[config.mk]
export PLATFORM = sky130hd
export DESIGN_NAME = sbc_smbus_ctrl
export DESIGN_NICKNAME = d
export VERILOG_FILES = /design/src/sbc_smbus_ctrl.v
export VERILOG_INCLUDE_DIRS = /design/src /design/src/common
export SDC_FILE = /design/constraint.sdc
export NUM_CORES = 1
export LEC_CHECK = 0
export BUFFER_PORTS_ARGS = -buffer_cell sky130_fd_sc_hd__buf_2
export CAP_MARGIN = 30
export CORE_MARGIN = 2
export CORE_UTILIZATION = 40
export CTS_BUF_LIST = sky130_fd_sc_hd__clkbuf_16
export CTS_CLUSTER_SIZE = 28
export DETAILED_ROUTE_END_ITERATION = 10
export MAX_ROUTING_LAYER = met4
export PLACE_DENSITY = 0.66
export SLEW_MARGIN = 20
export SYNTH_ARGS = -nofsm -noshare
export SYNTH_HDL_FRONTEND = slang
export SYNTH_SLANG_ARGS = --single-unit
[constraint.sdc]
create_clock -name ref_clk -period 3 [get_ports ref_clk]
set_input_delay 0.15 -clock ref_clk [delete_from_list [all_inputs] [get_ports ref_clk]]
set_output_delay 0.15 -clock ref_clk [all_outputs]
set_load 0.05 [all_outputs]
[src/common/sbc_regs.vh]
// register offsets, field positions and timing counts of the serial bus control block
`ifndef SBC_REGS_VH
`define SBC_REGS_VH

// register addresses on the special-function register port
`define SBC_CTRL_STATUS_ADDR 8'hc0
`define SBC_CONFIG_ADDR      8'hc1

// configuration register fields
`define SBC_CF_ENABLE  7
`define SBC_CF_SUPP    6
`define SBC_CF_BUSY    5
`define SBC_CF_EXTENDED_SETUP_HOLD 4
`define SBC_CF_TOE     3
`define SBC_CF_FTE     2
`define SBC_CF_CS_HI   1
`define SBC_CF_CS_LO   0

// control and status register fields
`define SBC_CN_MASTER  7
`define SBC_CN_TRANSMITTER_INDICATOR  6
`define SBC_CN_BEGIN   5
`define SBC_CN_HALT    4
`define SBC_CN_ACK_NEEDED   3
`define SBC_CN_ARBL    2
`define SBC_CN_ACK     1
`define SBC_CN_EVENT   0

// reset values
`define SBC_CTRL_STATUS_RST 8'h00
`define SBC_CONFIG_RST      8'h00

// clock source codes
`define SBC_CS_T0  2'h0
`define SBC_CS_T1  2'h1
`define SBC_CS_T2H 2'h2
`define SBC_CS_T2L 2'h3

// sda timing in system clocks
`define SBC_HOLD_STD  5'h03
`define SBC_HOLD_EXT  5'h0c
`define SBC_SETUP_STD 5'h01
`define SBC_SETUP_EXT 5'h0b

// bus free after more than this many clock-source periods
`define SBC_FREE_PERIODS 4'ha
// clock-source periods of the master scl high phase
`define SBC_HIGH_TICKS   2'h2

`endif

[src/sbc_smbus_ctrl.v]
// serial bus control, configuration and byte engine of a two-wire master/slave port
// Function
// (RQ1) enable set: watch SDA and SCL; clear: interface off.
// (RQ2) slave suppress blocks slave events and interrupts; master events continue.
// (RQ3) busy set during transfer, cleared by STOP or bus-free timeout.
// (RQ4) timeout enable: timer 3 reloads while SCL high, counts while low.
// (RQ5) timer 3 split mode: only the high byte is held in reload.
// (RQ6) free timeout: bus free after SCL and SDA high over 10 source periods.
// (RQ7) clock select picks timer 0, timer 1, timer 2 high or low overflow.
// (RQ8) begin flag: enter master, START when bus free; flag not cleared.
// (RQ9) begin flag as active master: repeated START after next acknowledge cycle.
// (RQ10) halt flag: STOP after next acknowledge cycle; cleared once STOP sent.
// (RQ11) both flags as master: STOP then START.
// (RQ12) ack needed set per received byte, cleared after acknowledge cycle.
// (RQ13) ack write drives SDA at once; SCL low until byte event cleared.
// (RQ14) as transmitter, ack bit records received acknowledge level.
// (RQ15) address answered with NACK: slave events ignored until next START.
// (RQ16) arbitration lost on SCL low at STOP/restart, SDA low, unwanted restart.
// (RQ17) arbitration lost cleared whenever byte event flag is cleared.
// (RQ18) byte event flag stalls bus with SCL low; only software clears it.
// (RQ19) byte event set on START, lost arbitration, byte, address, STOP.
// (RQ20) master indicator set on START, cleared on STOP or lost arbitration.
// (RQ21) transmitter set on START or early data write; cleared otherwise.
// (RQ22) halt reads one on slave STOP; begin reads one after START plus address.
// (RQ23) bus-free timeout acts like STOP: byte event and halt flag set.
// (RQ24) master SCL low and high last at least one source period.
// (RQ25) extended timing: setup 11, hold 12 clocks; else hold 3.
// (RQ26) disable releases lines and returns engine to idle.
`timescale 1ns/100ps
`include "sbc_regs.vh"

module sbc_smbus_ctrl (
  // clock and reset
  input  wire       ref_clk,
  input  wire       resetn,
  // special-function register port
  input  wire [7:0] sfr_addr,
  input  wire       sfr_wr,
  input  wire [7:0] sfr_wdata,
  output reg  [7:0] sfr_rdata,
  // transmit byte written by software
  input  wire       data_wr,
  input  wire [7:0] data_in,
  // received bytes
  output reg  [7:0] rx_data,
  output reg        rx_valid,
  input  wire       rx_ready,
  // timer overflows and timer 3 control
  input  wire       t0_ovf,
  input  wire       t1_ovf,
  input  wire       t2h_ovf,
  input  wire       t2l_ovf,
  input  wire       timer3_split,
  output reg        t3_reload_hi,
  output reg        t3_reload_lo,
  // bus pins
  input  wire       scl_in,
  output reg        scl_out,
  output reg        scl_oe_n,
  input  wire       sda_in,
  output reg        sda_out,
  output reg        sda_oe_n
);

  localparam ST_IDLE   = 4'h0;
  localparam ST_START  = 4'h1;
  localparam ST_WAIT   = 4'h2;
  localparam ST_LOW    = 4'h3;
  localparam ST_HIGH   = 4'h4;
  localparam ST_PUSH   = 4'h5;
  localparam ST_STOP1  = 4'h6;
  localparam ST_STOP2  = 4'h7;
  localparam ST_RST1   = 4'h8;
  localparam ST_RST2   = 4'h9;

  reg  [3:0] state_r;
  reg  [4:0] cnt_r;
  reg  [1:0] tcnt_r;
  reg  [3:0] bitcnt_r;
  reg  [7:0] sh_r;
  reg        txing_r;
  reg        ackph_r;
  reg        addr_r;
  reg        ignore_r;
  reg        supp_lat_r;
  reg        data_flag_r;
  reg        sda_pull_r;
  reg        scl_pull_r;
  reg  [3:0] free_cnt_r;
  // configuration
  reg        en_r;
  reg        supp_r;
  reg        busy_r;
  reg        ext_r;
  reg        toe_r;
  reg        fte_r;
  reg  [1:0] cs_r;
  // control and status
  reg        master_r;
  reg        tx_r;
  reg        sta_r;
  reg        sto_r;
  reg        ack_needed_r;
  reg        arbl_r;
  reg        ack_r;
  reg        si_r;
  // synchronisers
  reg        scl_m_r;
  reg        scl_s_r;
  reg        scl_d_r;
  reg        sda_m_r;
  reg        sda_s_r;
  reg        sda_d_r;
  // second buffer entry
  reg  [7:0] skid_d_r;
  reg        skid_v_r;

  wire       wr_cf     = sfr_wr & (sfr_addr == `SBC_CONFIG_ADDR);
  wire       wr_cn     = sfr_wr & (sfr_addr == `SBC_CTRL_STATUS_ADDR);
  wire       scl_rise  = scl_s_r & ~scl_d_r;
  wire       scl_fall  = ~scl_s_r & scl_d_r;
  wire       start_det = en_r & scl_s_r & scl_d_r & sda_d_r & ~sda_s_r;
  wire       stop_det  = en_r & scl_s_r & scl_d_r & ~sda_d_r & sda_s_r;
  wire       own_cond  = (state_r == ST_START) | (state_r == ST_STOP2) | (state_r == ST_RST2);
  wire [4:0] hold_n    = ext_r ? `SBC_HOLD_EXT : `SBC_HOLD_STD;             // RQ25
  wire [4:0] setup_n   = ext_r ? `SBC_SETUP_EXT : `SBC_SETUP_STD;           // RQ25
  wire [4:0] low_n     = hold_n + setup_n;
  wire       tick_raw  = (cs_r == `SBC_CS_T0)  ? t0_ovf :                   // RQ7
                         (cs_r == `SBC_CS_T1)  ? t1_ovf :
                         (cs_r == `SBC_CS_T2H) ? t2h_ovf : t2l_ovf;
  wire       tick      = en_r & tick_raw;
  wire       free_hit  = fte_r & tick & scl_s_r & sda_s_r &
                         (free_cnt_r == `SBC_FREE_PERIODS);                 // RQ6
  wire       buf_push  = (state_r == ST_PUSH) & ~skid_v_r;
  wire       buf_pop   = rx_valid & rx_ready;
  wire       drv_bit   = txing_r & (bitcnt_r < 4'h8) ? sh_r[7] : 1'b1;
  wire       slave_ok  = ~ignore_r & ~supp_lat_r;

  task enter;
    input [3:0] s;
    begin
      state_r <= s;
      cnt_r   <= 5'h00;
      tcnt_r  <= 2'h0;
    end
  endtask

  // pin synchronisers: first stage feeds only the second
  always @(posedge ref_clk or negedge resetn)
  begin
    if (!resetn)
    begin
      scl_m_r <= 1'b1;
      scl_s_r <= 1'b1;
      scl_d_r <= 1'b1;
      sda_m_r <= 1'b1;
      sda_s_r <= 1'b1;
      sda_d_r <= 1'b1;
    end
    else
    begin
      scl_m_r <= scl_in;
      scl_s_r <= scl_m_r;
      scl_d_r <= scl_s_r;
      sda_m_r <= sda_in;
      sda_s_r <= sda_m_r;
      sda_d_r <= sda_s_r;
    end
  end

  // two-entry receive buffer; a full buffer keeps the engine in ST_PUSH with scl low
  always @(posedge ref_clk or negedge resetn)
  begin
    if (!resetn)
    begin
      rx_data  <= 8'h00;
      rx_valid <= 1'b0;
      skid_d_r <= 8'h00;
      skid_v_r <= 1'b0;
    end
    else if (!rx_valid | buf_pop)
    begin
      if (skid_v_r)
      begin
        rx_data  <= skid_d_r;
        rx_valid <= 1'b1;
        skid_v_r <= buf_push;
        skid_d_r <= sh_r;
      end
      else
      begin
        rx_data  <= buf_push ? sh_r : rx_data;
        rx_valid <= buf_push;
      end
    end
    else if (buf_push)
    begin
      skid_d_r <= sh_r;
      skid_v_r <= 1'b1;
    end
  end

  // register read, timer 3 control and pin drivers
  always @(posedge ref_clk or negedge resetn)
  begin
    if (!resetn)
    begin
      sfr_rdata    <= 8'h00;
      t3_reload_hi <= 1'b0;
      t3_reload_lo <= 1'b0;
      scl_out      <= 1'b0;
      sda_out      <= 1'b0;
      scl_oe_n     <= 1'b1;
      sda_oe_n     <= 1'b1;
    end
    else
    begin
      if (sfr_addr == `SBC_CONFIG_ADDR)
        sfr_rdata <= {en_r, supp_r, busy_r, ext_r, toe_r, fte_r, cs_r};
      else if (sfr_addr == `SBC_CTRL_STATUS_ADDR)
        sfr_rdata <= {master_r, tx_r, sta_r, sto_r, ack_needed_r, arbl_r, ack_r, si_r};
      else
        sfr_rdata <= 8'h00;
      t3_reload_hi <= en_r & toe_r & scl_s_r;                                // RQ4
      t3_reload_lo <= en_r & toe_r & scl_s_r & ~timer3_split;                // RQ5
      scl_out      <= 1'b0;
      sda_out      <= 1'b0;
      // a set event flag holds scl in every state, idle after stop or timeout too
      scl_oe_n     <= ~(en_r & (scl_pull_r | si_r));                         // RQ26
      sda_oe_n     <= ~(en_r & sda_pull_r);
    end
  end

  // registers and byte engine
  always @(posedge ref_clk or negedge resetn)
  begin
    if (!resetn)
    begin
      state_r <= ST_IDLE;  cnt_r <= 5'h00;  tcnt_r <= 2'h0;
      bitcnt_r <= 4'h0;  sh_r <= 8'h00;  txing_r <= 1'b0;  ackph_r <= 1'b0;
      addr_r <= 1'b0;  ignore_r <= 1'b0;  supp_lat_r <= 1'b0;  data_flag_r <= 1'b0;
      sda_pull_r <= 1'b0;  scl_pull_r <= 1'b0;  free_cnt_r <= 4'h0;
      {en_r, supp_r, ext_r, toe_r, fte_r, cs_r} <= 7'h00;
      busy_r <= 1'b0;
      {master_r, tx_r, sta_r, sto_r, ack_needed_r, arbl_r, ack_r, si_r} <= `SBC_CTRL_STATUS_RST;
    end
    else
    begin
      // software writes come first so that hardware sets in the same cycle win
      if (wr_cf)
      begin
        en_r  <= sfr_wdata[`SBC_CF_ENABLE];                                  // RQ1
        supp_r <= sfr_wdata[`SBC_CF_SUPP];
        ext_r <= sfr_wdata[`SBC_CF_EXTENDED_SETUP_HOLD];
        toe_r <= sfr_wdata[`SBC_CF_TOE];
        fte_r <= sfr_wdata[`SBC_CF_FTE];
        cs_r  <= sfr_wdata[`SBC_CF_CS_HI:`SBC_CF_CS_LO];
      end
      if (wr_cn)
      begin
        sta_r <= sfr_wdata[`SBC_CN_BEGIN];
        sto_r <= sfr_wdata[`SBC_CN_HALT];
        ack_r <= sfr_wdata[`SBC_CN_ACK];
        si_r  <= sfr_wdata[`SBC_CN_EVENT];
        if (!sfr_wdata[`SBC_CN_EVENT])
          arbl_r <= 1'b0;                                                    // RQ17
      end
      if (data_wr)
      begin
        sh_r        <= data_in;
        data_flag_r <= 1'b1;
        tx_r        <= 1'b1;                                                 // RQ21
      end
      if (cnt_r != 5'h1f)
        cnt_r <= cnt_r + 5'h01;
      if (tick & (tcnt_r != 2'h3))
        tcnt_r <= tcnt_r + 2'h1;
      // bus-free detection needs the selected clock source even as a slave
      if (!(scl_s_r & sda_s_r))
        free_cnt_r <= 4'h0;
      else if (tick & (free_cnt_r != `SBC_FREE_PERIODS))
        free_cnt_r <= free_cnt_r + 4'h1;
      if (start_det)
        busy_r <= 1'b1;                                                      // RQ3
      if (stop_det | (free_hit & busy_r))
        busy_r <= 1'b0;                                                      // RQ3
      if (free_hit & busy_r)
      begin
        si_r  <= 1'b1;                                                       // RQ23
        sto_r <= 1'b1;
        enter(ST_IDLE);
        sda_pull_r <= 1'b0;
        scl_pull_r <= 1'b0;
      end
      // conditions made by another party
      if (start_det & !own_cond)
      begin
        ignore_r   <= 1'b0;                                                  // RQ15
        supp_lat_r <= supp_r;                                                // RQ2
        tx_r       <= 1'b0;                                                  // RQ21
        addr_r     <= 1'b1;
        txing_r    <= 1'b0;
        bitcnt_r   <= 4'h0;
        sda_pull_r <= 1'b0;
        scl_pull_r <= 1'b0;
        enter(ST_HIGH);
        if (master_r & !sta_r)
        begin
          arbl_r   <= 1'b1;                                                  // RQ16
          si_r     <= 1'b1;                                                  // RQ19
          master_r <= 1'b0;                                                  // RQ20
        end
      end
      else if (stop_det & !own_cond)
      begin
        if (master_r)
        begin
          arbl_r   <= 1'b1;                                                  // RQ16
          sto_r    <= 1'b1;                                                  // RQ22
          si_r     <= 1'b1;
          master_r <= 1'b0;
        end
        else if (!addr_r & slave_ok & (state_r != ST_IDLE))
        begin
          sto_r <= 1'b1;                                                     // RQ22
          si_r  <= 1'b1;                                                     // RQ19
        end
        sda_pull_r <= 1'b0;
        scl_pull_r <= 1'b0;
        enter(ST_IDLE);
      end
      else
      begin
        case (state_r)
          ST_IDLE:
          begin
            sda_pull_r <= 1'b0;
            scl_pull_r <= 1'b0;
            if (en_r & sta_r & !busy_r & !master_r & !si_r)
              enter(ST_START);                                               // RQ8
          end
          ST_START:
          begin
            sda_pull_r <= 1'b1;
            // leave only once our own sda fall is seen, so the detector files it as ours
            if ((tcnt_r != 2'h0) & (cnt_r >= hold_n) & !sda_s_r)
            begin
              scl_pull_r  <= 1'b1;
              master_r    <= 1'b1;                                           // RQ20
              tx_r        <= 1'b1;                                           // RQ21
              si_r        <= 1'b1;                                           // RQ19
              busy_r      <= 1'b1;
              ackph_r     <= 1'b0;
              addr_r      <= 1'b0;
              data_flag_r <= 1'b0;
              enter(ST_WAIT);
            end
          end
          ST_WAIT:
          begin
            scl_pull_r <= 1'b1;                                              // RQ18
            if (ackph_r)
              sda_pull_r <= ack_r;                                           // RQ13
            if (!si_r)
            begin
              if (ackph_r)
              begin
                bitcnt_r <= 4'h8;
                enter(master_r ? ST_LOW : ST_HIGH);
                scl_pull_r <= master_r;
              end
              else if (master_r & sto_r)
                enter(ST_STOP1);                                             // RQ10
              else if (master_r & sta_r)
                enter(ST_RST1);                                              // RQ9
              else
              begin
                txing_r     <= data_flag_r;
                tx_r        <= data_flag_r;                                  // RQ21
                data_flag_r <= 1'b0;
                bitcnt_r    <= 4'h0;
                scl_pull_r  <= master_r;
                enter(master_r ? ST_LOW : ST_HIGH);
              end
            end
          end
          ST_LOW:
          begin
            if (cnt_r == hold_n)
              sda_pull_r <= (bitcnt_r == 4'h8) & !txing_r ? ack_r : ~drv_bit;
            if ((tcnt_r != 2'h0) & (cnt_r >= low_n))
            begin
              scl_pull_r <= 1'b0;                                            // RQ24
              enter(ST_HIGH);
            end
          end
          ST_HIGH:
          begin
            if (!master_r & (cnt_r == hold_n))
              sda_pull_r <= (bitcnt_r == 4'h8) ? (ackph_r & ack_r) :
                            (~drv_bit & slave_ok);
            if (!scl_s_r)
              tcnt_r <= 2'h0;
            if (scl_rise)
            begin
              if (bitcnt_r < 4'h8)
              begin
                sh_r <= {sh_r[6:0], sda_s_r};
                if (txing_r & drv_bit & !sda_s_r)
                begin
                  arbl_r     <= 1'b1;                                        // RQ16
                  si_r       <= 1'b1;                                        // RQ19
                  master_r   <= 1'b0;                                        // RQ20
                  tx_r       <= 1'b0;                                        // RQ21
                  ignore_r   <= 1'b1;
                  sda_pull_r <= 1'b0;
                  scl_pull_r <= 1'b0;
                  enter(ST_IDLE);
                end
              end
              else if (txing_r)
                ack_r <= ~sda_s_r;                                           // RQ14
            end
            else if (master_r ? (scl_s_r & (tcnt_r >= `SBC_HIGH_TICKS)) : scl_fall)
            begin
              scl_pull_r <= master_r;
              if (bitcnt_r == 4'h7)
              begin
                if (txing_r)
                begin
                  bitcnt_r <= 4'h8;
                  enter(master_r ? ST_LOW : ST_HIGH);
                end
                else
                  enter(ST_PUSH);
              end
              else if (bitcnt_r == 4'h8)
              begin
                ack_needed_r <= 1'b0;                                             // RQ12
                ackph_r <= 1'b0;
                if (!txing_r & !ack_r & addr_r)
                begin
                  ignore_r   <= 1'b1;                                        // RQ15
                  scl_pull_r <= 1'b0;
                  enter(ST_IDLE);
                end
                else if (!slave_ok & !master_r)
                begin
                  ignore_r   <= 1'b1;                                        // RQ2
                  sda_pull_r <= 1'b0;
                  enter(ST_IDLE);
                end
                else
                begin
                  si_r   <= si_r | txing_r;                                  // RQ19
                  addr_r <= 1'b0;
                  enter(ST_WAIT);
                end
              end
              else
              begin
                bitcnt_r <= bitcnt_r + 4'h1;
                sh_r     <= txing_r ? {sh_r[6:0], 1'b0} : sh_r;
                enter(master_r ? ST_LOW : ST_HIGH);
              end
            end
          end
          ST_PUSH:
          begin
            scl_pull_r <= 1'b1;
            if (!slave_ok & !master_r)
            begin
              bitcnt_r <= 4'h8;                                              // RQ2
              scl_pull_r <= 1'b0;
              enter(ST_HIGH);
            end
            else if (!skid_v_r)
            begin
              ack_needed_r <= 1'b1;                                               // RQ12
              si_r    <= 1'b1;                                               // RQ19
              ack_r   <= 1'b0;
              sta_r   <= sta_r | (addr_r & !master_r);                       // RQ22
              ackph_r <= 1'b1;
              enter(ST_WAIT);
            end
          end
          ST_STOP1:
          begin
            if (cnt_r == hold_n)
              sda_pull_r <= 1'b1;
            if ((tcnt_r != 2'h0) & (cnt_r >= low_n))
            begin
              scl_pull_r <= 1'b0;
              enter(ST_STOP2);
            end
          end
          ST_STOP2:
          begin
            if (!scl_s_r & (cnt_r > 5'h04))
            begin
              arbl_r   <= 1'b1;                                              // RQ16
              si_r     <= 1'b1;
              master_r <= 1'b0;
              enter(ST_IDLE);
            end
            else if (scl_s_r & (tcnt_r != 2'h0))
            begin
              sda_pull_r <= 1'b0;
              sto_r      <= 1'b0;                                            // RQ10
              master_r   <= 1'b0;                                            // RQ20
              busy_r     <= 1'b0;
              enter(sta_r ? ST_START : ST_IDLE);                             // RQ11
            end
          end
          ST_RST1:
          begin
            if (cnt_r == hold_n)
              sda_pull_r <= 1'b0;
            if ((tcnt_r != 2'h0) & (cnt_r >= low_n))
            begin
              scl_pull_r <= 1'b0;
              enter(ST_RST2);
            end
          end
          ST_RST2:
          begin
            if (!scl_s_r & (cnt_r > 5'h04))
            begin
              arbl_r   <= 1'b1;                                              // RQ16
              si_r     <= 1'b1;
              master_r <= 1'b0;
              enter(ST_IDLE);
            end
            else if (scl_s_r & (tcnt_r != 2'h0))
              enter(ST_START);                                               // RQ9
          end
          default:
            enter(ST_IDLE);
        endcase
      end
      // disable drops everything back to idle with the lines released
      if (!en_r)
      begin
        enter(ST_IDLE);                                                      // RQ26
        master_r   <= 1'b0;
        sda_pull_r <= 1'b0;
        scl_pull_r <= 1'b0;
        ignore_r   <= 1'b0;
        busy_r     <= 1'b0;
      end
    end
  end

endmodule // sbc_smbus_ctrl

Word-level counts from Yosys, hierarchy flattened
Index checks and enable logic that the tools add are counted.
{"block": "op_classes", "muxes": 285, "bitwise": 75, "add_sub_neg": 5, "n_lt_le_gt_ge": 5, "eq_ne": 64, "n_reduce_logical": 34}
{"op": "$mux 1", "n": 173}
{"op": "$mux 4", "n": 41}
{"op": "$mux 8", "n": 16}
{"op": "$mux 5", "n": 17}
{"op": "$and 1x1->1", "n": 55}
{"op": "$mux 2", "n": 20}
{"op": "$pmux 4 s10", "n": 1}
{"op": "$pmux 5 s7", "n": 1}
{"op": "$ne 3x3->1 const B", "n": 8}
{"op": "$ne 4x4->1 const B", "n": 6}
{"op": "$ne 2x2->1 const B", "n": 11}
{"op": "$eq 4x3->1 const B", "n": 5}
{"op": "$ne 5x5->1 const B", "n": 4}
{"op": "$reduce_and 10->1", "n": 2}
{"op": "$reduce_and 9->1", "n": 2}
{"op": "$eq 4x4->1 const B", "n": 4}
{"op": "$eq 8x8->1 const B", "n": 2}
{"op": "$reduce_and 8->1", "n": 2}
{"op": "$pmux 2 s7", "n": 1}
{"op": "$not 1->1", "n": 13}
{"op": "$logic_not 1->1", "n": 12}
{"op": "$pmux 1 s2", "n": 6}
{"op": "$pmux 4 s3", "n": 1}
{"op": "$ne 5x2->1 const B", "n": 2}
{"op": "other kinds (38)", "n": 63}
{"block": "totals", "regBits": 87, "in_bits": 36, "output_inout_bits": 23, "wordCells": 512}

Depth between registers and ports, before layout
Gate-level depths: netlist of run 1.
{"block": "depth", "word_depth": 22, "depth_mapped": 9}

Least setup slack after synthesis of run 1
OpenSTA, ideal clock, no wires.
{"block": "synth_timing", "kind": "reg2reg", "from": "reg ext_r", "to": "reg cnt_r[0]", "slack_ns": 0.751, "required_ns": 2.860, "arrival_ns": 2.109, "path_buffers": 1, "stages_incl_launch_ff": 10, "setup_ns": 0.140, "cell_sequence": "dfrtp_1 inv_1 ha_1 a21bo_2 a221o_1 clkbuf_1 o21ai_0 nand2_1 o31ai_1 nor2_1"}
{"block": "synth_via", "elab_chain_len": 9}
{"element": "from (decl)", "line": "sbc_smbus_ctrl.v:94", "text": "reg ext_r;"}
{"element": "from (signal assigned)", "line": "sbc_smbus_ctrl.v:254", "text": "ext_r <= sfr_wdata[`SBC_CF_EXTENDED_SETUP_HOLD];"}
{"element": "$mux 4 (no source line)"}
{"element": "$add 4x4->5 / $ge 5x4->1 (equally long branches)", "line": "sbc_smbus_ctrl.v:127, sbc_smbus_ctrl.v:346"}
{"element": "$ge 5x5->1 / $and 1x1->1 (equally long branches)"}
{"element": "$and 1x1->1 (on tied branches)"}
{"element": "$mux 5 (on tied branches)"}
{"element": "$pmux 5 s7 *", "line": "sbc_smbus_ctrl.v:334", "text": "case (state_r)"}
{"element": "$mux 5 *", "line": "sbc_smbus_ctrl.v:314", "text": "else if (stop_det & !own_cond)"}
{"element": "$mux 5 *", "line": "sbc_smbus_ctrl.v:296", "text": "if (start_det & !own_cond)"}
{"element": "$mux 5 *", "line": "sbc_smbus_ctrl.v:542", "text": "if (!en_r)"}
{"element": "to (signal assigned)", "line": "sbc_smbus_ctrl.v:275", "text": "cnt_r <= cnt_r + 5'h01;"}
{"element": "to (decl)", "line": "sbc_smbus_ctrl.v:77", "text": "reg [4:0] cnt_r;"}
Mark *: on every way between the ends. The rest lies on a longest branch, timed or not.
A chain may end at the register's enable or synchronous reset.

Final worst setup path of run 1
{"block": "layout_timing", "from": "reg master_r", "to": "reg cnt_r[4]"}
{"block": "layout_via", "elab_chain_len": 8}
{"element": "from (decl)", "line": "sbc_smbus_ctrl.v:99", "text": "reg master_r;"}
{"element": "from (signal assigned)", "line": "sbc_smbus_ctrl.v:245", "text": "{master_r, tx_r, sta_r, sto_r, ack_needed_r, arbl_r, ack_r, si_r} <= `SBC_CTRL_STATUS_RST;"}
{"element": "$logic_not 1->1", "line": "sbc_smbus_ctrl.v:339, sbc_smbus_ctrl.v:471"}
{"element": "$and 1x1->1 (2 in series)", "line": "sbc_smbus_ctrl.v:339", "text": "if (en_r & sta_r & !busy_r & !master_r & !si_r)"}
{"element": "$mux 5", "line": "sbc_smbus_ctrl.v:339"}
{"element": "$pmux 5 s7 *", "line": "sbc_smbus_ctrl.v:334"}
{"element": "$mux 5 *", "line": "sbc_smbus_ctrl.v:314"}
{"element": "$mux 5 *", "line": "sbc_smbus_ctrl.v:296"}
{"element": "$mux 5 *", "line": "sbc_smbus_ctrl.v:542"}
Marked as above.

==> impl_metrics.prom, run 1 <==
# TYPE chip_impl_metric gauge
chip_impl_metric{name="max_slew_margin",unit=""} 0.411
chip_impl_metric{name="maxClockFrequency",unit="GHz"} 0.354
chip_impl_metric{name="synth_cells",unit=""} 606
chip_impl_metric{name="number_of_detailed_routing_iterations_run_before_antenna_repair",unit=""} 5
chip_impl_metric{name="finalWorstPathRequiredPeriod",unit="ns"} 2.83
chip_impl_metric{name="grt_antenna_before_repair",unit=""} 0
chip_impl_metric{name="design.die.area",unit="mm2"} 0.0143
chip_impl_metric{name="final_min_period_over_clock_period",unit=""} 0.943
chip_impl_metric{name="hold_ws",unit="ns"} 0.0309
chip_impl_metric{name="synth_seq_area_share",unit=""} 0.409
chip_impl_metric{name="avgSynthCellArea",unit="um2"} 8.83
chip_impl_metric{name="irDropWorstVdd",unit="uV"} 293
chip_impl_info{name="ys_dominant_reg_cell",value="sky130_fd_sc_hd__dfrtp_1"} 1
chip_impl_metric{name="iter_0_drt_violations",unit=""} 427
chip_impl_metric{name="yosys.cell_types.count",unit=""} 72
chip_impl_metric{name="total_leakage_power",unit="nW"} 2.75
chip_impl_metric{name="maximum_number_of_pins_on_one_net_before_global_route_repair",unit=""} 61
chip_impl_info{name="cts_tree",value="yes"} 1
chip_impl_metric{name="die_x",unit="um"} 120
chip_impl_metric{name="fill_cells",unit=""} 1288
chip_impl_metric{name="drt_drc_violations_left",unit=""} 0
chip_impl_info{name="worstHoldPathType",value="in -> reg"} 1
chip_impl_info{name="rsz_0062_raised_after_global_routing",value="false"} 1
chip_impl_metric{name="groute.usage.overall",unit=""} 0.240
chip_impl_metric{name="drt-vias-per-instance",unit=""} 5.88
chip_impl_metric{name="floorplan.core_area",unit="mm2"} 0.0131
chip_impl_metric{name="first_global_vias",unit=""} 4893
chip_impl_metric{name="critPathRequiredTime",unit="ns"} 3.21
chip_impl_metric{name="ioPinCount",unit=""} 59
chip_impl_metric{name="place_hpwl",unit="um"} 11900
chip_impl_metric{name="worst_hold_path.num_cells",unit=""} 3
chip_impl_metric{name="clock_skew",unit="ns"} 0.00951
chip_impl_metric{name="drv_slew",unit=""} 0
chip_impl_metric{name="final_cells",unit=""} 844
chip_impl_metric{name="crit_fanout",unit=""} 14
chip_impl_info{name="synth_top_cells_by_area",value="sky130_fd_sc_hd__dfrtp_1 (37%), sky130_fd_sc_hd__nand2_1 (4.7%), sky130_fd_sc_hd__dfstp_2 (3.9%)"} 1
chip_impl_metric{name="drive_above_1_share",unit=""} 0.190
chip_impl_metric{name="asyncSetResetFlopFracSynth",unit=""} 1.00
chip_impl_metric{name="start_util",unit=""} 0.407
chip_impl_info{name="synthMostInstantiatedCell",value="sky130_fd_sc_hd__dfrtp_1"} 1
chip_impl_metric{name="antennaDiodeCount",unit=""} 0
chip_impl_info{name="timing.setup.critical_path_class",value="reg -> reg"} 1
chip_impl_metric{name="cts_buf_count",unit=""} 9
chip_impl_metric{name="synth_area",unit="mm2"} 0.00535
chip_impl_metric{name="drt_wl_total",unit="um"} 16100
chip_impl_metric{name="critical_path_arrival",unit="ns"} 3.04
chip_impl_metric{name="synth_edf_count",unit=""} 0
chip_impl_metric{name="drv_cap",unit=""} 0
chip_impl_info{name="cp_startpoint_kind",value="register"} 1
chip_impl_metric{name="fin_nets",unit=""} 714
chip_impl_metric{name="setup_total_negative_slack",unit="ns"} 0
chip_impl_metric{name="ctsLongestPathBuffers",unit=""} 2
chip_impl_metric{name="reg2regPathDepth",unit=""} 6
chip_impl_info{name="run_status",value="finished, final reports clean"} 1
chip_impl_metric{name="clock-sinks",unit=""} 87
chip_impl_metric{name="die_h",unit="um"} 120
chip_impl_metric{name="grt-ovfl-total",unit=""} 0
chip_impl_metric{name="place_inst",unit=""} 824
chip_impl_info{name="clock_tree.root_cell",value="sky130_fd_sc_hd__clkbuf_16"} 1
chip_impl_metric{name="grt_first_pass_wirelength",unit="um"} 25900
chip_impl_metric{name="ys_ff_latch",unit=""} 87
chip_impl_metric{name="later_pin_clock_latency_in_the_skew_report",unit="ns"} 0.35
chip_impl_info{name="post-synth-top-area-cell",value="sky130_fd_sc_hd__dfrtp_1"} 1
chip_impl_metric{name="synthesis.yosys.warnings",unit=""} 0
chip_impl_metric{name="worst-slew-pin-transition",unit="ns"} 0.883
chip_impl_metric{name="post_detailed_route_wirelength_per_cell",unit="um"} 19.1
chip_impl_metric{name="final_estimated_routing_congestion_in_global_placement",unit=""} 0.993
chip_impl_metric{name="detailroute.via_count",unit=""} 4959
chip_impl_metric{name="cts-resized-gates",unit=""} 0
chip_impl_metric{name="antenna_violating_nets_left",unit=""} 0
chip_impl_info{name="synthTopCellsByCount",value="sky130_fd_sc_hd__dfrtp_1 (79), sky130_fd_sc_hd__nand2_1 (67), sky130_fd_sc_hd__nor2_1 (45)"} 1
chip_impl_metric{name="synth_top_area_frac",unit=""} 0.370
chip_impl_metric{name="std_cell_rows",unit=""} 42
chip_impl_metric{name="final_hold_viol_count",unit=""} 0
chip_impl_metric{name="area_growth_syn_to_layout",unit="%"} 16.5
chip_impl_metric{name="htree_levels",unit=""} 3
chip_impl_info{name="crit_path_end_kind",value="register"} 1
chip_impl_metric{name="port_buffers",unit=""} 56
chip_impl_metric{name="power.density",unit="mW/mm2"} 428
chip_impl_metric{name="setup-violations-final",unit=""} 0
chip_impl_metric{name="cts.clk_slew.worst_paths",unit="ns"} 0.07
-- report_power, final --
group / total, W / internal [W] / switching [W]
Sequential: 0.00124 / 0.00120 / 0.0000395
Clock: 0.00124 / 0.000740 / 0.000502
Combinational: 0.000180 / 0.0000719 / 0.000108
-- state kept, by name (all words and copies together), names as in the netlist, 2 cells and up --
name,count
bitcnt_r,4
cs_r,2
sfr_rdata,8
sh_r,8
rx_data,8
state_r,4
skid_d_r,8
cnt_r,5
free_cnt_r,4
tcnt_r,2
-- critical path: stages (launching register included) --
cell	delay, ns
sky130_fd_sc_hd__dfrtp_1	0.59
sky130_fd_sc_hd__nor4b_1	0.71
sky130_fd_sc_hd__a21boi_0	0.28
sky130_fd_sc_hd__a41oi_1	0.28
sky130_fd_sc_hd__nand2_1	0.15
sky130_fd_sc_hd__o31ai_1	0.57
sky130_fd_sc_hd__nor2_1	0.11
-- per-layer routing --
| layer | routed length, um | global-route usage |
|---|---|---|
| met1 | 7180 | 0.314 |
| met2 | 7380 | 0.366 |
| met3 | 1030 | 0.0380 |
| met4 | 539 | 0.111 |
| met5 | 0 | - |
-- layout make-up --
cell class | count | area [um2] | share of cell area
clock inverters | 7 | 101 | 0.0163
clock buffers | 9 | 225 | 0.0361
multi-input cells | 461 | 2930 | 0.470
inverters | 23 | 86.3 | 0.0139
flip-flops and latches | 87 | 2190 | 0.351
repair buffers | 81 | 480 | 0.0771
well taps | 176 | 220 | 0.0353
-- cell usage in the layout (no fill, tap or decap), types with 5 or more instances in the layout --
cell,n
sky130_fd_sc_hd__o21a_1,5
sky130_fd_sc_hd__ha_1,15
sky130_fd_sc_hd__nor3b_1,6
sky130_fd_sc_hd__o22ai_1,5
sky130_fd_sc_hd__dfrtp_1,79
sky130_fd_sc_hd__a21o_1,6
sky130_fd_sc_hd__nand4_1,6
sky130_fd_sc_hd__a22o_1,9
sky130_fd_sc_hd__buf_2,55
sky130_fd_sc_hd__a22oi_1,8
sky130_fd_sc_hd__nor2_1,45
sky130_fd_sc_hd__nand3_1,21
sky130_fd_sc_hd__inv_1,23
sky130_fd_sc_hd__nor3_1,15
sky130_fd_sc_hd__dfstp_2,8
sky130_fd_sc_hd__buf_4,22
sky130_fd_sc_hd__nand3b_1,8
sky130_fd_sc_hd__nor4_1,6
sky130_fd_sc_hd__nand2_1,67
sky130_fd_sc_hd__and3_1,6
sky130_fd_sc_hd__a21oi_1,28
sky130_fd_sc_hd__or3_1,5
sky130_fd_sc_hd__mux2_2,15
sky130_fd_sc_hd__and2_1,5
sky130_fd_sc_hd__mux2i_1,14
sky130_fd_sc_hd__o21ai_0,41
sky130_fd_sc_hd__nor2b_1,10
sky130_fd_sc_hd__o21ai_1,14
sky130_fd_sc_hd__nand2b_1,11
sky130_fd_sc_hd__xnor2_1,6
sky130_fd_sc_hd__a31oi_1,11
sky130_fd_sc_hd__clkbuf_16,9
sky130_fd_sc_hd__o211ai_1,6
-- worst paths after layout --
| path | startpoint | end | slack (ns) |
|---|---|---|---|
| hold / removal | data_in[0] | sh_r[0] | 0.03 |
| max in group asynchronous | resetn | sda_d_r | 1.80 |
| setup reg to reg | master_r | cnt_r[4] | 0.17 |
| min in group asynchronous | resetn | sda_pull_r | 0.41 |
| hold reg to reg | sda_m_r | sda_s_r | 0.36 |
| setup / recovery | master_r | cnt_r[4] | 0.17 |
-- logic make-up (layout without fill, tap and decap cells) --
family,count (synthesis),in the layout,synth area share
simple gates,236,236,0.231
buf+inv,59,120,0.0440
flops,87,87,0.409
compound gates,170,170,0.208
fa+ha+maj,15,15,0.0351
mux,29,29,0.0578
xor+xnor,9,9,0.0147
other cells,1,2,0.000701
-- metrics by stage --
step                      area, um2  power, W   util  setup slack, ns
final                          6230   0.00267  0.474            0.172
after global routing           6230   0.00278  0.474            0.126
after CTS                      6230   0.00269  0.474            0.312
after detailed placement       5860   0.00144  0.446            0.325
after global placement         5860   0.00144  0.446            0.329
after floorplan                5350   0.00134      -            0.751
-- repair_timing --
action | CTS | global route
buffers inserted | 0 | 0
hold buffers | 4 | 0
endpoints found under the setup margin | 0 | 0
endpoints found under the hold margin | 55 | 0
Note: power is estimated with default switching activity, not from simulation.
==> run 2: changes to the inputs <==
--- a/config.mk
+++ b/config.mk
@@ -15,6 +15,7 @@
 export DETAILED_ROUTE_END_ITERATION = 10
 export MAX_ROUTING_LAYER = met4
 export PLACE_DENSITY = 0.66
+export SETUP_SLACK_MARGIN = 0.5
 export SLEW_MARGIN = 20
 export SYNTH_ARGS = -nofsm -noshare
 export SYNTH_HDL_FRONTEND = slang
==> impl_metrics.prom, run 2 (same netlist as run 1, synthesis figures left out) <==
# TYPE chip_impl_metric gauge
chip_impl_info{name="run_status",value="finished, final reports clean"} 1
chip_impl_metric{name="finalWorstPathRequiredPeriod",unit="ns"} 2.40
chip_impl_metric{name="drt-vias-per-instance",unit=""} 5.86
chip_impl_info{name="timing.critical_path.slowest_stage_cell",value="sky130_fd_sc_hd__dfrtp_1"} 1
chip_impl_metric{name="place_inst",unit=""} 824
chip_impl_metric{name="clock-sinks",unit=""} 87
chip_impl_metric{name="drv_cap",unit=""} 0
chip_impl_metric{name="clockPowerShare",unit=""} 0.466
chip_impl_metric{name="power_report.internal_total",unit="W"} 0.00202
chip_impl_info{name="crit_path_end_kind",value="register"} 1
chip_impl_metric{name="seqPwrFrac",unit=""} 0.465
chip_impl_metric{name="drv_slew",unit=""} 0
chip_impl_metric{name="groute.usage.overall",unit=""} 0.240
chip_impl_metric{name="place_hpwl",unit="um"} 11900
chip_impl_metric{name="start_util",unit=""} 0.407
chip_impl_metric{name="fill_cells",unit=""} 1279
chip_impl_metric{name="number_of_detailed_routing_iterations_run_before_antenna_repair",unit=""} 5
chip_impl_info{name="worstHoldPathType",value="in -> reg"} 1
chip_impl_info{name="layout_commonest_cell",value="sky130_fd_sc_hd__dfrtp_1"} 1
chip_impl_metric{name="hold_ws",unit="ns"} 0.0282
chip_impl_metric{name="drive_above_1_share",unit=""} 0.213
chip_impl_metric{name="final_cells",unit=""} 846
chip_impl_metric{name="first_global_vias",unit=""} 4893
chip_impl_metric{name="later_pin_clock_latency_in_the_skew_report",unit="ns"} 0.35
chip_impl_metric{name="clock_skew",unit="ns"} 0.00902
chip_impl_metric{name="drt_drc_violations_left",unit=""} 0
chip_impl_info{name="most-common-layout-cells",value="sky130_fd_sc_hd__dfrtp_1 (76), sky130_fd_sc_hd__nand2_1 (66), sky130_fd_sc_hd__buf_2 (55), sky130_fd_sc_hd__nor2_1 (44), sky130_fd_sc_hd__o21ai_0 (40)"} 1
chip_impl_metric{name="grt_antenna_before_repair",unit=""} 0
chip_impl_metric{name="worst-slew-pin-transition",unit="ns"} 0.861
chip_impl_metric{name="grt-ovfl-total",unit=""} 0
chip_impl_metric{name="drt_wl_total",unit="um"} 16200
chip_impl_metric{name="detailroute.via_count",unit=""} 4956
chip_impl_info{name="ordered_cell_list_for_the_critical_path",value="nor4b_2 > a21boi_0 > a41oi_1 > nand2_1 > o31ai_4 > a21oi_1"} 1
chip_impl_metric{name="critPathRequiredTime",unit="ns"} 3.22
chip_impl_metric{name="final_hold_viol_count",unit=""} 0
chip_impl_metric{name="cts.clk_slew.worst_paths",unit="ns"} 0.07
chip_impl_info{name="rsz_0062_raised_after_global_routing",value="false"} 1
chip_impl_metric{name="iter_0_drt_violations",unit=""} 395
chip_impl_metric{name="critical_path_arrival",unit="ns"} 2.62
chip_impl_metric{name="die_x",unit="um"} 120
chip_impl_metric{name="final_min_period_over_clock_period",unit=""} 0.799
chip_impl_metric{name="crit_fanout",unit=""} 14
chip_impl_metric{name="final_estimated_routing_congestion_in_global_placement",unit=""} 0.993
chip_impl_metric{name="floorplan.core_area",unit="mm2"} 0.0131
chip_impl_metric{name="antenna_violating_nets_left",unit=""} 0
chip_impl_info{name="cts_tree",value="yes"} 1
chip_impl_metric{name="irDropWorstVdd",unit="uV"} 294
chip_impl_metric{name="ioPinCount",unit=""} 59
chip_impl_metric{name="cts_buf_count",unit=""} 9
chip_impl_metric{name="total_leakage_power",unit="nW"} 2.76
chip_impl_metric{name="ctsLongestPathBuffers",unit=""} 2
chip_impl_info{name="timing.setup.critical_path_class",value="reg -> reg"} 1
chip_impl_metric{name="power.density",unit="mW/mm2"} 424
chip_impl_metric{name="setup-violations-final",unit=""} 0
chip_impl_metric{name="power",unit="W"} 0.00268
chip_impl_metric{name="area_growth_syn_to_layout",unit="%"} 18.1
chip_impl_metric{name="htree_levels",unit=""} 3
chip_impl_metric{name="timing.critical_path.slowest_cell_delay",unit="ns"} 0.59
chip_impl_metric{name="switching_share",unit=""} 0.245
chip_impl_metric{name="std_cell_rows",unit=""} 42
chip_impl_metric{name="comb_power_share",unit=""} 0.069
chip_impl_metric{name="antennaDiodeCount",unit=""} 0
chip_impl_metric{name="port_buffers",unit=""} 56
chip_impl_metric{name="die_h",unit="um"} 120
chip_impl_metric{name="maxClockFrequency",unit="GHz"} 0.417
chip_impl_metric{name="post_detailed_route_wirelength_per_cell",unit="um"} 19.1
chip_impl_metric{name="net_load_switching_power",unit="W"} 0.000656
chip_impl_metric{name="grt_first_pass_wirelength",unit="um"} 25900
chip_impl_metric{name="setup_total_negative_slack",unit="ns"} 0
chip_impl_info{name="cp_startpoint_kind",value="register"} 1
chip_impl_metric{name="maximum_number_of_pins_on_one_net_before_global_route_repair",unit=""} 61
chip_impl_metric{name="max_slew_margin",unit=""} 0.422
chip_impl_metric{name="design.die.area",unit="mm2"} 0.0143
chip_impl_info{name="clock_tree.root_cell",value="sky130_fd_sc_hd__clkbuf_16"} 1
chip_impl_metric{name="fin_nets",unit=""} 716
-- run 2: metrics by stage --
| stage | util | area, um2 | setup slack (ns) |
|---|---|---|---|
| final | 0.481 | 6320 | 0.604 |
| after global routing | 0.481 | 6320 | 0.506 |
| after CTS | 0.475 | 6240 | 0.527 |
| after detailed placement | 0.446 | 5860 | 0.325 |
| after global placement | 0.446 | 5860 | 0.329 |
| after floorplan | - | 5350 | 0.751 |
-- run 2: final timing paths --
| path | from | end | slack (ns) | cells after the start |
|---|---|---|---|---|
| min reg2reg | sda_m_r | sda_s_r | 0.36 | 0 |
| max in group asynchronous | resetn | sda_d_r | 1.79 | 3 |
| max reg2reg | master_r | cnt_r[3] | 0.60 | 6 |
| min | data_in[0] | sh_r[0] | 0.03 | 3 |
| max | master_r | cnt_r[3] | 0.60 | 6 |
| min in group asynchronous | resetn | sda_pull_r | 0.41 | 2 |
-- run 2: cell type report --
| type | count | area [um2] | share of cell area |
|---|---|---|---|
| Sequential cell | 87 | 2190 | 0.347 |
| Tap cell | 176 | 220 | 0.0349 |
| Clock inverter | 7 | 101 | 0.0160 |
| Inverter | 23 | 86.3 | 0.0137 |
| Clock buffer | 9 | 225 | 0.0357 |
| Timing Repair Buffer | 83 | 495 | 0.0784 |
| Multi-Input combinational cell | 461 | 2990 | 0.474 |
-- run 2: metal layers --
layer / GRT usage / routed length (um) / up-vias
met1: 0.314 / 7230 / 2385
met2: 0.366 / 7430 / 200
li1: - / - / 2334
met5: - / 0 / -
met3: 0.0380 / 1010 / 37
met4: 0.111 / 495 / 0
-- run 2: power groups by stage --
stage                     Clock (W)  Sequential [W]  Combinational [W]
after floorplan                   0         0.00125          0.0000941
after global placement            0         0.00126           0.000172
after detailed placement          0         0.00126           0.000176
after CTS                   0.00127         0.00124           0.000181
after global routing        0.00134         0.00125           0.000203
final                       0.00125         0.00124           0.000183
-- run 2: timing repair --
action,4_1_cts,5_1_grt
endpoints found under the hold margin,55,0
cloned,0,0
buffers inserted,0,2
setup endpoints to repair,7,25
resized for setup,4,15
hold buffers,4,0
-- run 2: worst max-delay path: cells and delay by family, from the launching register on --
family           cells  cell delay (ns)
AO/OA/AOI/OAI        4             0.92
flip-flops           1             0.59
AND/OR/NAND/NOR      2             0.75
==> run 3: changes to the inputs <==
--- a/config.mk
+++ b/config.mk
@@ -14,7 +14,7 @@
 export CTS_CLUSTER_SIZE = 28
 export DETAILED_ROUTE_END_ITERATION = 10
 export MAX_ROUTING_LAYER = met4
-export PLACE_DENSITY = 0.66
+export PLACE_DENSITY = 0.68
 export SETUP_SLACK_MARGIN = 0.5
 export SLEW_MARGIN = 20
 export SYNTH_ARGS = -nofsm -noshare
==> constraint.sdc (replaced) <==
create_clock -name ref_clk -period 2 [get_ports ref_clk]
set_input_delay 0.1 -clock ref_clk [delete_from_list [all_inputs] [get_ports ref_clk]]
set_output_delay 0.1 -clock ref_clk [all_outputs]
set_load 0.05 [all_outputs]
==> impl_metrics.prom, run 3 (same netlist as run 1, synthesis figures left out) <==
# TYPE chip_impl_metric gauge
chip_impl_info{name="run_status",value="complete, but fails checks"} 1
chip_impl_info{name="failed_checks",value="setup timing"} 1
chip_impl_info{name="most-common-layout-cells",value="sky130_fd_sc_hd__buf_4 (133), sky130_fd_sc_hd__dfrtp_1 (74), sky130_fd_sc_hd__buf_2 (55), sky130_fd_sc_hd__nand2_1 (43), sky130_fd_sc_hd__nor2_1 (41)"} 1
chip_impl_metric{name="first_global_vias",unit=""} 5783
chip_impl_metric{name="drv_cap",unit=""} 0
chip_impl_metric{name="drive_above_1_share",unit=""} 0.501
chip_impl_metric{name="die_x",unit="um"} 120
chip_impl_metric{name="groute.usage.overall",unit=""} 0.281
chip_impl_info{name="rsz_0062_raised_after_global_routing",value="true"} 1
chip_impl_metric{name="grt_antenna_before_repair",unit=""} 0
chip_impl_metric{name="port_buffers",unit=""} 56
chip_impl_metric{name="final_estimated_routing_congestion_in_global_placement",unit=""} 1.01
chip_impl_metric{name="reg2regPathDepth",unit=""} 7
chip_impl_metric{name="maxClockFrequency",unit="GHz"} 0.466
chip_impl_metric{name="utilization",unit=""} 0.646
chip_impl_metric{name="die_h",unit="um"} 120
chip_impl_metric{name="drv_slew",unit=""} 0
chip_impl_metric{name="clock-sinks",unit=""} 87
chip_impl_metric{name="cts.clk_slew.worst_paths",unit="ns"} 0.07
chip_impl_metric{name="later_pin_clock_latency_in_the_skew_report",unit="ns"} 0.35
chip_impl_info{name="layout_commonest_cell",value="sky130_fd_sc_hd__buf_4"} 1
chip_impl_metric{name="final_min_period_over_clock_period",unit=""} 1.07
chip_impl_metric{name="power.density",unit="mW/mm2"} 494
chip_impl_metric{name="grt-ovfl-total",unit=""} 0
chip_impl_metric{name="ioPinCount",unit=""} 59
chip_impl_metric{name="htree_levels",unit=""} 3
chip_impl_metric{name="post_detailed_route_wirelength_per_cell",unit="um"} 19.9
chip_impl_metric{name="start_util",unit=""} 0.407
chip_impl_metric{name="floorplan.core_area",unit="mm2"} 0.0131
chip_impl_info{name="crit_path_end_kind",value="register"} 1
chip_impl_metric{name="total_leakage_power",unit="nW"} 3.77
chip_impl_metric{name="ctsLongestPathBuffers",unit=""} 2
chip_impl_metric{name="drt-vias-per-instance",unit=""} 5.79
chip_impl_metric{name="clock_skew",unit="ns"} 0.0107
chip_impl_metric{name="final_critical_path_setup_slack",unit="ns"} -0.147
chip_impl_info{name="timing.setup.critical_path_class",value="reg -> reg"} 1
chip_impl_metric{name="area_growth_syn_to_layout",unit="%"} 58.7
chip_impl_metric{name="cts_buf_count",unit=""} 9
chip_impl_metric{name="finalWorstPathRequiredPeriod",unit="ns"} 2.15
chip_impl_metric{name="fin_nets",unit=""} 875
chip_impl_metric{name="iter_0_drt_violations",unit=""} 500
chip_impl_metric{name="drt_wl_total",unit="um"} 20000
chip_impl_info{name="cp_startpoint_kind",value="register"} 1
chip_impl_metric{name="design.die.area",unit="mm2"} 0.0143
chip_impl_metric{name="final_cells",unit=""} 1005
chip_impl_metric{name="grt_first_pass_wirelength",unit="um"} 30500
chip_impl_metric{name="number_of_detailed_routing_iterations_run_before_antenna_repair",unit=""} 5
chip_impl_metric{name="place_hpwl",unit="um"} 13600
chip_impl_metric{name="std_cell_rows",unit=""} 42
chip_impl_metric{name="drt_drc_violations_left",unit=""} 0
chip_impl_metric{name="critPathRequiredTime",unit="ns"} 2.22
chip_impl_metric{name="antenna_violating_nets_left",unit=""} 0
chip_impl_metric{name="max_slew_margin",unit=""} 0.618
chip_impl_info{name="cts_tree",value="yes"} 1
chip_impl_metric{name="place_inst",unit=""} 929
chip_impl_info{name="clock_tree.root_cell",value="sky130_fd_sc_hd__clkbuf_16"} 1
chip_impl_metric{name="worst-slew-pin-transition",unit="ns"} 0.573
chip_impl_metric{name="detailroute.via_count",unit=""} 5819
chip_impl_metric{name="critical_path_arrival",unit="ns"} 2.37
chip_impl_metric{name="maximum_number_of_pins_on_one_net_before_global_route_repair",unit=""} 36
chip_impl_metric{name="crit_fanout",unit=""} 6
chip_impl_metric{name="final_hold_viol_count",unit=""} 0
chip_impl_info{name="worstHoldPathType",value="in -> reg"} 1
chip_impl_metric{name="antennaDiodeCount",unit=""} 0
chip_impl_metric{name="irDropWorstVdd",unit="uV"} 353
chip_impl_metric{name="worst_hold_path.num_cells",unit=""} 3
chip_impl_metric{name="setup-violations-final",unit=""} 31
==> run 3: power breakdown <==
part	switching (W)	total (W)	internal, W
sequential	0.0000428	0.00185	0.00181
clock	0.000787	0.00190	0.00111
combinational	0.000241	0.000445	0.000204
total	0.00107	0.00419	0.00312
==> run 3: metal layers <==
metal	GRT usage	vias up	share of wire
met2	0.445	252	0.48
met4	0.110	0	0.028
met1	0.362	2871	0.42
li1	-	2647	-
met3	0.0461	49	0.068
met5	-	-	0
==> run 3: cell type report <==
type | instances | area, um2
Multi-Input combinational cell | 461 | 3750
Tap cell | 176 | 220
Sequential cell | 87 | 2190
Clock inverter | 7 | 101
Inverter | 23 | 86.3
Timing Repair Buffer | 242 | 1920
Clock buffer | 9 | 225
Fill cell | 1026 | 4650
==> run 3: critical path: stages, from the launching register on <==
cell,delay (ns)
sky130_fd_sc_hd__dfrtp_1,0.43
sky130_fd_sc_hd__mux2i_2,0.18
sky130_fd_sc_hd__o22a_1,0.23
sky130_fd_sc_hd__or4_4,0.54
sky130_fd_sc_hd__buf_8,0.17
sky130_fd_sc_hd__a211oi_1,0.24
sky130_fd_sc_hd__a211o_1,0.14
sky130_fd_sc_hd__o211ai_1,0.08
==> run 3: repair_timing <==
action | CTS | global route
pin swaps | 43 | 41
cloned | 2 | 0
resized for setup | 100 | 104
hold buffers | 9 | 0
setup endpoints to repair | 59 | 62
hold endpoints to repair | 33 | 0
setup buffers | 25 | 24
==> run 3: stage by stage <==
step	power [W]	hold WS, ns	worst slack, ns	instance area, um2	TNS (ns)
2_1_floorplan	0.00204	-0.196	-0.136	5700	-0.530
3_3_place_gp	0.00222	0.0583	-0.191	6910	-2.08
3_5_place_dp	0.00223	0.0673	-0.254	6910	-3.25
4_1_cts	0.00416	0.000320	-0.141	7930	-1.25
5_1_grt	0.00431	0.0117	-0.231	8490	-4.12
6_report	0.00419	0.0104	-0.147	8490	-1.84
==> run 3: path summary, 6_finish.rpt <==
check	start	endpoint	slack, ns
worst max-delay path	cs_r[1]	state_r[1]	-0.15
worst min-delay path	data_in[6]	sh_r[6]	0.01
worst max register to register	cs_r[1]	state_r[1]	-0.15
worst min register to register	sda_m_r	sda_s_r	0.36
max in group asynchronous	resetn	sfr_rdata[5]	1.10
min in group asynchronous	resetn	sda_pull_r	0.22
